<file path="src/shared/sps_pkg.sv">
// constants, field layout and carrier types of the sync sleep pulse scheduler
package sps_pkg;
    // clock and time base
    localparam int CLK_PERIOD_NS   = 25;
    localparam int MS_NS           = 1000000;
    localparam int TICK_CYCLES     = MS_NS / CLK_PERIOD_NS;
    localparam int PULSE_LOW_NS    = 10000;
    localparam int PULSE_CYCLES    = (PULSE_LOW_NS + CLK_PERIOD_NS - 1) / CLK_PERIOD_NS;
    localparam int BTN_HOLD_MS     = 2000;
    localparam int STAY_AWAKE_MS   = 30000;
    localparam int DOUBLE_PRESS_MS = 1000;
    localparam int SYNC_WIN_MS     = 20;
    localparam int MIN_WAKE_MS     = 45;
    localparam int LED_SLOW_MS     = 1000;
    localparam int LED_FAST_MS     = 250;

    // register byte addresses
    localparam logic [4:0] ADDR_CTRL         = 5'h00;
    localparam logic [4:0] ADDR_SLEEP_PERIOD = 5'h04;
    localparam logic [4:0] ADDR_WAKE_TIME    = 5'h08;
    localparam logic [4:0] ADDR_COMMAND      = 5'h0c;
    localparam logic [4:0] ADDR_STATUS       = 5'h10;

    // control and command register fields
    localparam int CTRL_SM_LSB    = 0;
    localparam int CTRL_PIN_LSB   = 4;
    localparam int CTRL_PREF      = 8;
    localparam int CTRL_NONCOORD  = 9;
    localparam int CTRL_BTN_EN    = 10;
    localparam int CMD_SLEEP_NOW  = 0;
    // status register fields
    localparam int STAT_AWAKE     = 0;
    localparam int STAT_SYNCED    = 1;
    localparam int STAT_COORD     = 2;
    localparam int STAT_IN_WAKE   = 3;
    localparam int STAT_SKIP      = 4;
    localparam int STAT_WAKE_LSB  = 16;

    // encodings of mode and pin function
    localparam logic [3:0] SM_NORMAL   = 4'h0;
    localparam logic [3:0] SM_SUPPORT  = 4'h7;
    localparam logic [3:0] SM_CYCLIC   = 4'h8;
    localparam logic [3:0] PIN_FN_OFF  = 4'h0;
    localparam logic [3:0] PIN_FN_IND  = 4'h1;
    localparam logic [3:0] PIN_FN_PULSE = 4'h6;

    // reset values
    localparam logic [15:0] SP_RESET  = 16'h00c8;
    localparam logic [15:0] ST_RESET  = 16'h07d0;

    // schedule carried by sync messages, in ms
    typedef struct packed {
        logic [15:0] period;
        logic [15:0] wake;
    } sps_sched_type;

    // one register bus request
    typedef struct packed {
        logic [4:0]  addr;
        logic [31:0] wdata;
        logic        wr;
        logic        rd;
    } sps_bus_type;
endpackage

</file>
<file path="src/design/sps_scheduler.sv">
// network-synchronous sleep scheduler with pulse pin and commissioning
//
// Added by the designer: the register addresses and strobed register access.
`timescale 1ns/1ps
module sps_scheduler #(
    parameter int TICK_CYCLES   = sps_pkg::TICK_CYCLES,
    parameter int STAY_AWAKE_MS = sps_pkg::STAY_AWAKE_MS,
    parameter int HOLD_MS       = sps_pkg::BTN_HOLD_MS,
    parameter int MIN_WAKE_MS   = sps_pkg::MIN_WAKE_MS
) (
    input  wire logic                  clk_in,
    input  wire logic                  rst_n_in,
    input  wire sps_pkg::sps_bus_type  bus_in,
    output logic [31:0]                rdata_out,
    input  wire logic                  commissioning_button_pin_n_in,
    input  wire logic                  rx_sync_in,
    input  wire sps_pkg::sps_sched_type rx_sched_in,
    input  wire logic                  rx_sync_req_in,
    input  wire logic                  rx_sleep_now_in,
    output logic                       tx_sync_out,
    output sps_pkg::sps_sched_type     tx_sched_out,
    output logic                       tx_sync_req_out,
    output logic                       tx_sleep_now_out,
    output logic                       tx_block_out,
    output logic                       awake_out,
    output logic                       pulse_status_pin_out,
    output logic                       pulse_status_pin_oe_out,
    output logic                       assoc_led_out
);
    localparam logic [15:0] TICK_LAST = 16'(TICK_CYCLES - 1);
    localparam logic [8:0]  PULSE_LEN = 9'(sps_pkg::PULSE_CYCLES);
    localparam logic [14:0] STAY_LEN  = 15'(STAY_AWAKE_MS);
    localparam logic [11:0] HOLD_LAST = 12'(HOLD_MS - 1);
    localparam logic [9:0]  DBL_LEN   = 10'(sps_pkg::DOUBLE_PRESS_MS);
    localparam logic [15:0] WAKE_MIN  = 16'(MIN_WAKE_MS);
    localparam logic [16:0] SYNC_WIN  = 17'(sps_pkg::SYNC_WIN_MS);
    localparam logic [9:0]  LED_SLOW  = 10'(sps_pkg::LED_SLOW_MS - 1);
    localparam logic [9:0]  LED_FAST  = 10'(sps_pkg::LED_FAST_MS - 1);

    // wake time never below what one pulse per cycle needs
    function automatic logic [15:0] round_wake(input logic [15:0] t);
        round_wake = (t < WAKE_MIN) ? WAKE_MIN : t;
    endfunction

    // configuration registers
    logic [3:0]  sleep_mode_select;
    logic [3:0]  pin_nine_function;
    logic        opt_pref;
    logic        opt_noncoord;
    logic        btn_en;
    logic [15:0] sleep_period;
    logic [15:0] wake_time;
    // schedule state
    logic [15:0] tick_cnt;
    logic [16:0] phase_ms;
    logic        synced;
    logic        coord;
    logic        sleep_skip;
    // button state
    logic        btn_meta;
    logic        btn_sync;
    logic        btn_prev;
    logic [11:0] held_ms;
    logic [14:0] stay_ms;
    logic [9:0]  dbl_ms;
    // pin and led state
    logic [8:0]  pulse_cnt;
    logic [9:0]  led_ms;

    // bus decode
    wire wr_ctrl  = bus_in.wr && bus_in.addr == sps_pkg::ADDR_CTRL;
    wire wr_sp    = bus_in.wr && bus_in.addr == sps_pkg::ADDR_SLEEP_PERIOD;
    wire wr_st    = bus_in.wr && bus_in.addr == sps_pkg::ADDR_WAKE_TIME;
    wire wr_cmd   = bus_in.wr && bus_in.addr == sps_pkg::ADDR_COMMAND;
    wire cmd_sleep_now = wr_cmd && bus_in.wdata[sps_pkg::CMD_SLEEP_NOW];

    // mode decode
    wire mode_support = sleep_mode_select == sps_pkg::SM_SUPPORT;
    wire mode_cyclic  = sleep_mode_select == sps_pkg::SM_CYCLIC;
    wire sync_mode    = mode_support || mode_cyclic;
    wire pin_is_ind   = pin_nine_function == sps_pkg::PIN_FN_IND;
    wire pin_is_pulse = pin_nine_function == sps_pkg::PIN_FN_PULSE;

    // cycle timing: phase 0 is the start of wake
    wire [15:0] wake_eff  = round_wake(wake_time);
    wire        sp_zero   = sleep_period == 16'h0000;
    wire [16:0] cycle_len = sp_zero ? {1'b0, wake_eff}
                                    : {1'b0, wake_eff} + {1'b0, sleep_period};
    wire        tick      = tick_cnt == TICK_LAST;
    wire        in_wake   = sp_zero || phase_ms < {1'b0, wake_eff};
    wire        wake_start = tick && phase_ms >= cycle_len - 17'h00001;
    wire        rx_take   = rx_sync_in && sync_mode && !coord;
    wire        wake_ev   = wake_start || rx_take;

    // awake decision; stay-awake from the button overrides the schedule
    wire awake_now = !sync_mode || mode_support
                     || stay_ms != 15'h0000 || sp_zero
                     || (in_wake && !sleep_skip);

    // sleep-now: only meaningful in the wake part of a sync cycle
    wire skip_set  = sync_mode && in_wake && !wake_ev
                     && (cmd_sleep_now || rx_sleep_now_in);
    wire next_skip = skip_set || (sleep_skip && !wake_ev);

    // phase keeps running through a sleep-now, so a node that missed it stays aligned
    wire [16:0] next_phase = wake_ev ? 17'h00000
                           : tick ? phase_ms + 17'h00001 : phase_ms;
    wire [15:0] next_tick  = (tick || rx_take) ? 16'h0000 : tick_cnt + 16'h0001;

    // button press and hold
    wire press      = btn_sync && !btn_prev && btn_en;
    wire long_hold  = tick && btn_sync && btn_en && held_ms == HOLD_LAST;
    wire eligible   = sync_mode && !opt_noncoord;
    wire nominate   = press && dbl_ms != 10'h0000 && eligible;
    wire wake_press = press && synced && !awake_now && mode_cyclic;
    wire stay_load  = wake_press || (long_hold && mode_cyclic);
    wire [14:0] next_stay = stay_load ? STAY_LEN
                          : (tick && stay_ms != 15'h0000) ? stay_ms - 15'h0001 : stay_ms;
    wire [9:0]  next_dbl  = (press && dbl_ms == 10'h0000) ? DBL_LEN
                          : nominate ? 10'h0000
                          : (tick && dbl_ms != 10'h0000) ? dbl_ms - 10'h001 : dbl_ms;
    wire [11:0] next_held = !btn_sync ? 12'h000
                          : (tick && held_ms != HOLD_LAST) ? held_ms + 12'h001 : held_ms;

    // coordinator and sync state; leaving sync mode drops both
    wire next_coord  = sync_mode && !opt_noncoord
                       && (opt_pref || coord || nominate);
    wire next_synced = sync_mode && (synced || rx_take || next_coord);

    // outgoing messages
    wire send_sync = sync_mode && ((coord && wake_start)
                     || (rx_sync_req_in && awake_now && synced));
    wire send_req  = sync_mode && !synced && !coord && wake_ev;

    // pulse counter: low phase of fixed width at each wake start once synced
    wire pulse_mode = pin_is_pulse && sync_mode && synced;
    wire pulse_load = pulse_mode && wake_ev;
    wire [8:0] next_pulse = pulse_load ? PULSE_LEN
                          : (pulse_cnt != 9'h000) ? pulse_cnt - 9'h001 : 9'h000;
    // one function value selects either indicator or pulse, never both
    wire next_pin = pin_is_ind ? awake_now : next_pulse == 9'h000;
    wire next_oe  = pin_is_ind || pin_is_pulse;

    // led: slow as coordinator, fast when awake and synced
    wire       led_on    = coord || (sync_mode && synced && awake_now);
    wire [9:0] led_last  = coord ? LED_SLOW : LED_FAST;
    wire       led_flip  = tick && led_ms >= led_last;
    wire [9:0] next_led  = (!led_on || led_flip) ? 10'h000
                         : tick ? led_ms + 10'h001 : led_ms;

    // read mux; unmapped addresses read zero
    logic [31:0] ctrl_word;
    logic [31:0] stat_word;
    logic [31:0] rd_word;
    always_comb begin
        ctrl_word = 32'h0000_0000;
        ctrl_word[sps_pkg::CTRL_SM_LSB +: 4]  = sleep_mode_select;
        ctrl_word[sps_pkg::CTRL_PIN_LSB +: 4] = pin_nine_function;
        ctrl_word[sps_pkg::CTRL_PREF]         = opt_pref;
        ctrl_word[sps_pkg::CTRL_NONCOORD]     = opt_noncoord;
        ctrl_word[sps_pkg::CTRL_BTN_EN]       = btn_en;
        stat_word = 32'h0000_0000;
        stat_word[sps_pkg::STAT_AWAKE]        = awake_now;
        stat_word[sps_pkg::STAT_SYNCED]       = synced;
        stat_word[sps_pkg::STAT_COORD]        = coord;
        stat_word[sps_pkg::STAT_IN_WAKE]      = in_wake;
        stat_word[sps_pkg::STAT_SKIP]         = sleep_skip;
        stat_word[sps_pkg::STAT_WAKE_LSB +: 16] = wake_eff;
        unique case (bus_in.addr)
            sps_pkg::ADDR_CTRL:         rd_word = ctrl_word;
            sps_pkg::ADDR_SLEEP_PERIOD: rd_word = {16'h0000, sleep_period};
            sps_pkg::ADDR_WAKE_TIME:    rd_word = {16'h0000, wake_time};
            sps_pkg::ADDR_STATUS:       rd_word = stat_word;
            default:                    rd_word = 32'h0000_0000;
        endcase
    end

    // configuration; written by software only, a sync never changes it
    always_ff @(posedge clk_in) begin
        if (!rst_n_in) begin
            sleep_mode_select <= sps_pkg::SM_NORMAL;
            pin_nine_function <= sps_pkg::PIN_FN_OFF;
            opt_pref          <= 1'b0;
            opt_noncoord      <= 1'b0;
            btn_en            <= 1'b1;
        end else if (wr_ctrl) begin
            sleep_mode_select <= bus_in.wdata[sps_pkg::CTRL_SM_LSB +: 4];
            pin_nine_function <= bus_in.wdata[sps_pkg::CTRL_PIN_LSB +: 4];
            opt_pref          <= bus_in.wdata[sps_pkg::CTRL_PREF];
            opt_noncoord      <= bus_in.wdata[sps_pkg::CTRL_NONCOORD];
            btn_en            <= bus_in.wdata[sps_pkg::CTRL_BTN_EN];
        end
    end

    // schedule values, written by software or adopted from a sync
    always_ff @(posedge clk_in) begin
        if (!rst_n_in) begin
            sleep_period <= sps_pkg::SP_RESET;
            wake_time    <= sps_pkg::ST_RESET;
        end else begin
            if (wr_sp)
                sleep_period <= bus_in.wdata[15:0];
            else if (rx_take)
                sleep_period <= rx_sched_in.period;
            if (wr_st)
                wake_time <= bus_in.wdata[15:0];
            else if (rx_take)
                wake_time <= rx_sched_in.wake;
        end
    end

    // schedule state
    always_ff @(posedge clk_in) begin
        if (!rst_n_in) begin
            tick_cnt   <= 16'h0000;
            phase_ms   <= 17'h00000;
            synced     <= 1'b0;
            coord      <= 1'b0;
            sleep_skip <= 1'b0;
        end else begin
            tick_cnt   <= next_tick;
            phase_ms   <= next_phase;
            synced     <= next_synced;
            coord      <= next_coord;
            sleep_skip <= next_skip;
        end
    end

    // button synchroniser and timers; of the synchroniser stages only btn_sync and btn_prev are read by logic
    always_ff @(posedge clk_in) begin
        if (!rst_n_in) begin
            btn_meta <= 1'b0;
            btn_sync <= 1'b0;
            btn_prev <= 1'b0;
            held_ms  <= 12'h000;
            stay_ms  <= 15'h0000;
            dbl_ms   <= 10'h000;
        end else begin
            btn_meta <= !commissioning_button_pin_n_in;
            btn_sync <= btn_meta;
            btn_prev <= btn_sync;
            held_ms  <= next_held;
            stay_ms  <= next_stay;
            dbl_ms   <= next_dbl;
        end
    end

    // registered outputs; edge comes straight from the shared wake start
    always_ff @(posedge clk_in) begin
        if (!rst_n_in) begin
            tx_sync_out             <= 1'b0;
            tx_sched_out            <= '0;
            tx_sync_req_out         <= 1'b0;
            tx_sleep_now_out        <= 1'b0;
            awake_out               <= 1'b1;
            pulse_cnt               <= 9'h000;
            pulse_status_pin_out    <= 1'b1;
            pulse_status_pin_oe_out <= 1'b0;
            led_ms                  <= 10'h000;
            assoc_led_out           <= 1'b0;
            rdata_out               <= 32'h0000_0000;
        end else begin
            tx_sync_out             <= send_sync;
            tx_sched_out            <= '{period: sleep_period, wake: wake_eff};
            tx_sync_req_out         <= send_req;
            tx_sleep_now_out        <= cmd_sleep_now && skip_set;
            awake_out               <= awake_now;
            pulse_cnt               <= next_pulse;
            pulse_status_pin_out    <= next_pin;
            pulse_status_pin_oe_out <= next_oe;
            led_ms                  <= next_led;
            assoc_led_out           <= led_on && (led_flip ? !assoc_led_out : assoc_led_out);
            rdata_out               <= bus_in.rd ? rd_word : 32'h0000_0000;
        end
    end

    // tx blocked outside the sync window only while this node sleeps
    assign tx_block_out = sync_mode && (!awake_now || phase_ms < SYNC_WIN);

    logic [9:0] low_run;
    always_ff @(posedge clk_in) begin
        if (!rst_n_in)
            low_run <= 10'h000;
        else
            low_run <= pulse_status_pin_out ? 10'h000 : low_run + 10'h001;
    end
endmodule // sps_scheduler

</file>
<file path="config.mk">
export PLATFORM = sky130hd
export DESIGN_NAME = sps_scheduler
export DESIGN_NICKNAME = d
export VERILOG_FILES = /design/src/shared/sps_pkg.sv /design/src/design/sps_scheduler.sv
export SDC_FILE = /design/constraint.sdc
export NUM_CORES = 1
export LEC_CHECK = 0
export BUFFER_PORTS_ARGS = -buffer_cell sky130_fd_sc_hd__buf_2
export CAP_MARGIN = 20
export CORE_AREA = 8 8 173 175
export CTS_BUF_LIST = sky130_fd_sc_hd__clkbuf_2 sky130_fd_sc_hd__clkbuf_4 sky130_fd_sc_hd__clkbuf_8
export DETAILED_ROUTE_END_ITERATION = 7
export DIE_AREA = 0 0 181 183
export PLACE_DENSITY = 0.69
export SLEW_MARGIN = 20
export SYNTH_ARGS = -nofsm -noshare
export SYNTH_HDL_FRONTEND = slang
export SYNTH_SLANG_ARGS = --single-unit
</file>
<file path="constraint.sdc">
create_clock -name clk_in -period 12.8 [get_ports clk_in]
set_clock_uncertainty 0.05 [all_clocks]
set_input_delay 0.64 -clock clk_in [delete_from_list [all_inputs] [get_ports clk_in]]
set_output_delay 0.64 -clock clk_in [all_outputs]
set_load 0.02 [all_outputs]
</file>
# Word-level counts from Yosys, hierarchy flattened

Cells that the tools add are included.

Flip-flop bits (word level): 209
Input bits: 77
Word-level logic and storage cells: 171

Add/subtract/negate cells: 9
Order comparisons: 5
Equal/unequal tests: 11
Mux-type cells: 17
Bitwise gates (word level): 1
Reductions and logical operators: 96

Operator list:

| kind                                                                     | number |
|---|---|
| 32-bit case mux with 4 select lines                                      | 1 |
| 16-bit two-way mux                                                       | 5 |
| 1-bit logical AND                                                        | 47 |
| 10-bit two-way mux                                                       | 4 |
| 15-bit two-way mux                                                       | 2 |
| 1-bit logical OR                                                         | 20 |
| 9-bit two-way mux                                                        | 2 |
| 16-bit by 16-bit adder with 17-bit output                                | 1 |
| 17-bit by 1-bit adder with 17-bit output (second input constant)         | 1 |
| 17-bit >= comparator                                                     | 1 |
| 17-bit by 16-bit < comparator with 1-bit output                          | 1 |
| 17-bit by 5-bit < comparator with 1-bit output (second input constant)   | 1 |
| 17-bit two-way mux                                                       | 1 |
| 17-bit by 1-bit subtractor with 17-bit output (second input constant)    | 1 |
| 16-bit by 1-bit adder with 16-bit output (second input constant)         | 1 |
| 16-bit equality test (second input constant)                             | 1 |
| 16-bit zero test                                                         | 1 |
| 16-bit by 6-bit < comparator with 1-bit output (second input constant)   | 1 |
| 15-bit nonzero test                                                      | 1 |
| 15-bit by 1-bit subtractor with 15-bit output (second input constant)    | 1 |
| 12-bit by 1-bit adder with 12-bit output (second input constant)         | 1 |
| 12-bit by 11-bit equality test with 1-bit output (second input constant) | 1 |
| 12-bit by 11-bit != test with 1-bit output (second input constant)       | 1 |
| 1-bit zero test                                                          | 11 |
| 22 further kinds                                                         | 31 |

# Longest topological paths before layout

Word-level depth: 12
Gate-level depth with buffers: 26

# Least setup slack after synthesis

No wires, ideal clock.

Path kind: reg2reg
Start: reg wake_time[9]
End: reg phase_ms[10]
Library setup time: 0.065 ns
Arrival time: 5.442 ns
Data required time: 12.685 ns
Slack: 7.243 ns
Stages on the path, launching flop included: 24
Path buffers: 1
Path through: dfxtp_1 -> or4_1 -> nor4_4 -> nand2_1 -> nand2b_1 -> ha_1 -> nor2b_1 -> o31a_1 -> o311a_1 -> or3_1 -> a211o_1 -> a221o_1 -> nand4bb_4 -> xor2_1 -> ha_1 -> a21o_1 -> a21o_1 -> a21oi_1 -> o21ai_0 -> a21oi_1 -> nand2b_1 -> nand3_1 -> clkbuf_1 -> nor2_1

Longest elaborated chain between the ends: 9

Ends and longest elaborated chain:

| item                                             | line                 | source |
|---|---|---|
| start, declared                                  | sps_scheduler.sv:52  | `logic [15:0] wake_time;` |
| start signal, assigned                           | sps_scheduler.sv:199 | `wake_time <= sps_pkg::ST_RESET;` |
| start signal, assigned                           | sps_scheduler.sv:206 | `wake_time <= bus_in.wdata[15:0];` |
| start signal, assigned                           | sps_scheduler.sv:208 | `wake_time <= rx_sched_in.wake;` |
| 16-bit by 6-bit < comparator with 1-bit output * | sps_scheduler.sv:42  | `round_wake = (t < WAKE_MIN) ? WAKE_MIN : t;` |
| 16-bit two-way mux *                             | sps_scheduler.sv:42  |  |
| net wake_eff[2]                                  | sps_scheduler.sv:85  | `wire [15:0] wake_eff = round_wake(wake_time);` |
| 16-bit by 16-bit adder with 17-bit output        | sps_scheduler.sv:88  | `: {1'b0, wake_eff} + {1'b0, sleep_period};` |
| 17-bit two-way mux *                             | sps_scheduler.sv:87  | `wire [16:0] cycle_len = sp_zero ? {1'b0, wake_eff}` |
| 17-bit by 1-bit subtractor with 17-bit output *  | sps_scheduler.sv:91  | `wire wake_start = tick && phase_ms >= cycle_len - 17'h00001;` |
| 17-bit >= comparator *                           | sps_scheduler.sv:91  |  |
| 1-bit logical AND *                              | sps_scheduler.sv:91  |  |
| 1-bit logical OR *                               | sps_scheduler.sv:93  | `wire wake_ev = wake_start \|\| rx_take;` |
| 2-bit OR reduction (no source line) *            | --                   |  |
| end signal, assigned                             | sps_scheduler.sv:222 | `phase_ms <= next_phase;` |
| end, declared                                    | sps_scheduler.sv:55  | `logic [16:0] phase_ms;` |

Mark *: on every way through the listed nets, which the timed path passes. The rest lies on a longest branch.
A chain may end at the register's enable or synchronous reset.

# Worst setup path in the final report

Start: reg wake_time[9]
End: reg tx_sleep_now_out

Longest elaborated chain between the ends: 12
Elaborated cells on any way between the ends: 15

Ends and longest elaborated chain:

| item                                             | line                 | source |
|---|---|---|
| 16-bit by 6-bit < comparator with 1-bit output * | sps_scheduler.sv:42  |  |
| 16-bit two-way mux *                             | sps_scheduler.sv:42  |  |
| net wake_eff[2]                                  | sps_scheduler.sv:85  |  |
| 16-bit by 16-bit adder with 17-bit output        | sps_scheduler.sv:88  |  |
| 17-bit two-way mux                               | sps_scheduler.sv:87  |  |
| 17-bit by 1-bit subtractor with 17-bit output    | sps_scheduler.sv:91  |  |
| 17-bit >= comparator                             | sps_scheduler.sv:91  |  |
| 1-bit logical AND                                | sps_scheduler.sv:91  |  |
| 1-bit logical OR                                 | sps_scheduler.sv:93  |  |
| 1-bit zero test                                  | sps_scheduler.sv:101 | `wire skip_set = sync_mode && in_wake && !wake_ev` |
| 1-bit logical AND *                              | sps_scheduler.sv:101 |  |
| 1-bit logical AND *                              | sps_scheduler.sv:102 | `&& (cmd_sleep_now \|\| rx_sleep_now_in);` |
| 1-bit logical AND *                              | sps_scheduler.sv:266 | `tx_sleep_now_out <= cmd_sleep_now && skip_set;` |
| end signal, assigned                             | sps_scheduler.sv:266 |  |
| end, declared                                    | sps_scheduler.sv:23  | `output logic tx_sleep_now_out,` |

Marked as above.

==> impl_metrics.tcl <==
set metrics [dict create \
    dieArea_sq_um 33100 \
    worstMarginPinSlew_ps 1020 \
    area_growth_pct 15.8 \
    drc 0 \
    grtUsageTotal_pct 18.1 \
    synth_top_area_share_pct 39.3 \
    route.vias.total 9594 \
    yosys.area.top_type "dfxtp_1" \
    worst_ir_drop_vdd_uv 60.8 \
    fillers 2685 \
    synth_ff_type "dfxtp_1" \
    clock_latency_ps 530 \
    core_area_sq_um 27300 \
    wl_microns 31000 \
    synth_edf_count 0 \
    fmax_mhz 140 \
    cp.required_ps 13160 \
    rsz0062_at_grt "false" \
    synth_mux_area_share_pct 0.881 \
    synth.avg_cell_area_sq_um 8.35 \
    fin_area_sq_um 12300 \
    overflow 0 \
    dp.cells 1696 \
    synth_cell_types 78 \
    async_flop_share_pct 0 \
    nets 1528 \
    hold_viol_final 0 \
    synth_compound_area_share_pct 15.3 \
    utilization_pct 45.1 \
    synth_area_leaders "dfxtp_1 (39%), ha_1 (7.3%), nor2_1 (6.9%), nand2_1 (5.0%), xnor2_1 (4.2%)" \
    hold_buffers 0 \
    synthTopCellsByCount "dfxtp_1 (209), nor2_1 (195), nand2_1 (143)" \
    clk_pin_slew_ps 60 \
    ff2ff_path_depth 22 \
    hp-class "in -> reg" \
    ant_nets 0 \
    placed_area_sq_um 11600 \
    yosys.cell_count.top_type "dfxtp_1" \
    postCtsSetupRepairBufs 0 \
    worst_setup_path_start_kind "register" \
    path_max_fanout 19 \
    clock_sinks 209 \
    n_antenna_cell 0 \
    die_width_microns 181 \
    whs_ps 225 \
    min_delay_path_depth 2 \
    synthCells 1275 \
    yosysSeqAreaShare_pct 39.3 \
    clockBufferDepth 3 \
    drtPass1Iterations 7 \
    rows 61 \
    wl_per_cell_microns 17.6 \
    syn_area_sq_um 10600 \
    grt_pass1_vias 9216 \
    synth_nets 1415 \
    first_iter_violations 672 \
    slew_headroom_pct 31.8 \
    cts_root_buffer "clkbuf_8" \
    fin_cells 1757 \
    dp_hpwl_microns 22800 \
    ys_warn_count 0 \
    fin_crit_sh_pct 55.8 \
    place.gp.congestion 0.880 \
    setup_viol 0 \
    end_kind "register" \
    initial_core_util_pct 39.0 \
    setup-tns-final_ps 0 \
    drv_cap 0 \
    synth_seq_cells 209 \
    cts_tree "yes" \
    synthXorXnorAreaFrac_pct 7.65 \
    synthAdderAreaFrac_pct 7.47 \
    timing.final.max_slew_violations 0 \
    grt_first_pass_wirelength_microns 48700 \
    cts_made_buffers 36 \
    grt_max_degree 69 \
    synth_top_family_by_area "simple AND/OR/NAND/NOR gates" \
    cts-resized-gates 0 \
    p_leak_nw 5.19 \
    period_minus_slack_ps 7140 \
    p_per_area_nw_per_um2 119 \
    htreeDepth 2 \
    worst_ep_arrival_time_ps 7500 \
    die_h_microns 183 \
    layout-drive-gt1-share_pct 16.2 \
    yosys.area_share.simple_pct 25.7 \
    port_buffers 132 \
    grt_antenna_before_repair 0 \
    avgViaCountPerCell 5.46 \
    status "completed" \
    io_pins 149 \
    criticalPathCategory "reg -> reg" \
]
==> area by class of cell <==
cell class | count | area [sq um] | area share, %
multi-input cells | 961 | 6100 | 49.4
flip-flops and latches | 209 | 4180 | 33.9
repair buffers | 138 | 706 | 5.72
clock buffers | 51 | 677 | 5.49
well taps | 346 | 433 | 3.51
inverters | 42 | 158 | 1.28
clock inverters | 10 | 78.8 | 0.639
==> worst paths after layout <==
path | from | endpoint | slack [ps]
setup / recovery | wake_time[9]$_SDFFE_PN1P_ | tx_sleep_now_out$_SDFF_PN0_ | 5660
hold / removal | commissioning_button_pin_n_in | btn_meta$_SDFF_PN0_ | 230
setup reg to reg | wake_time[9]$_SDFFE_PN1P_ | tx_sleep_now_out$_SDFF_PN0_ | 5660
hold reg to reg | btn_meta$_SDFF_PN0_ | btn_sync$_SDFF_PN0_ | 410
==> registers in the layout, summed over array words and instances (netlist names), 4 cells and up <==
register	count
held_ms	12
pin_nine_function	4
sleep_mode_select	4
stay_ms	15
sleep_period	16
led_ms	10
rdata_out	32
tx_sched_out	32
tick_cnt	16
pulse_cnt	9
wake_time	16
phase_ms	17
dbl_ms	10
==> per-layer routing <==
layer | vias up | GRT usage (%) | wire length, microns
li1 | 4705 | - | -
met1 | 4487 | 23.3 | 13900
met2 | 332 | 28.7 | 13800
met3 | 70 | 4.04 | 2070
met4 | 0 | 8.07 | 1200
met5 | - | 0 | 0
==> metrics by stage <==
step                total power, mW  setup WS, ps
detailed placement            0.841          5820
global route                   1.53          5300
CTS                            1.48          5770
floorplan                     0.800          7240
global placement              0.839          5990
finish                         1.46          5660
==> critical path: stages (launching register included) <==
cell and delay (ps):
dfxtp_1 360, or4_1 590, nor4_4 390, nand2_1 140
nand2b_1 250, ha_1 350, nor2b_1 170, o31a_1 270
o311a_1 340, or3_1 340, a211o_1 320, a221o_1 360
nand4bb_4 230, xor2_1 170, ha_1 310, a21o_1 160
a21o_1 170, a21oi_1 170, o21ai_0 130, a21oi_1 470
nand2b_1 220, nand3_1 600, nor4_1 460
==> report_power, final <==
part	switching [mW]	internal (mW)	total [mW]	leakage [nW]
combinational	0.0851	0.0602	0.145	3.09
sequential	0.0157	0.668	0.683	1.69
clock	0.272	0.361	0.633	0.406
total	0.373	1.09	1.46	5.19
==> kinds of logic after synthesis <==
family / Yosys count
adder cells (fa/ha/maj): 63
flip-flops: 209
buffers and inverters: 105
AO/OA/AOI/OAI: 233
AND/OR/NAND/NOR: 563
XOR/XNOR: 93
multiplexers: 9
==> layout by cell type (no fill, tap or decap), types with 42 or more instances in the layout <==
| master | instances |
|---|---|
| xnor2_1 | 51 |
| xor2_1 | 42 |
| o21ai_0 | 46 |
| nor2_1 | 195 |
| ha_1 | 62 |
| clkbuf_8 | 47 |
| a21oi_1 | 46 |
| buf_2 | 132 |
| dfxtp_1 | 209 |
| nand2_1 | 141 |
| nand3_1 | 42 |
Power figures use the tool's default switching activity.
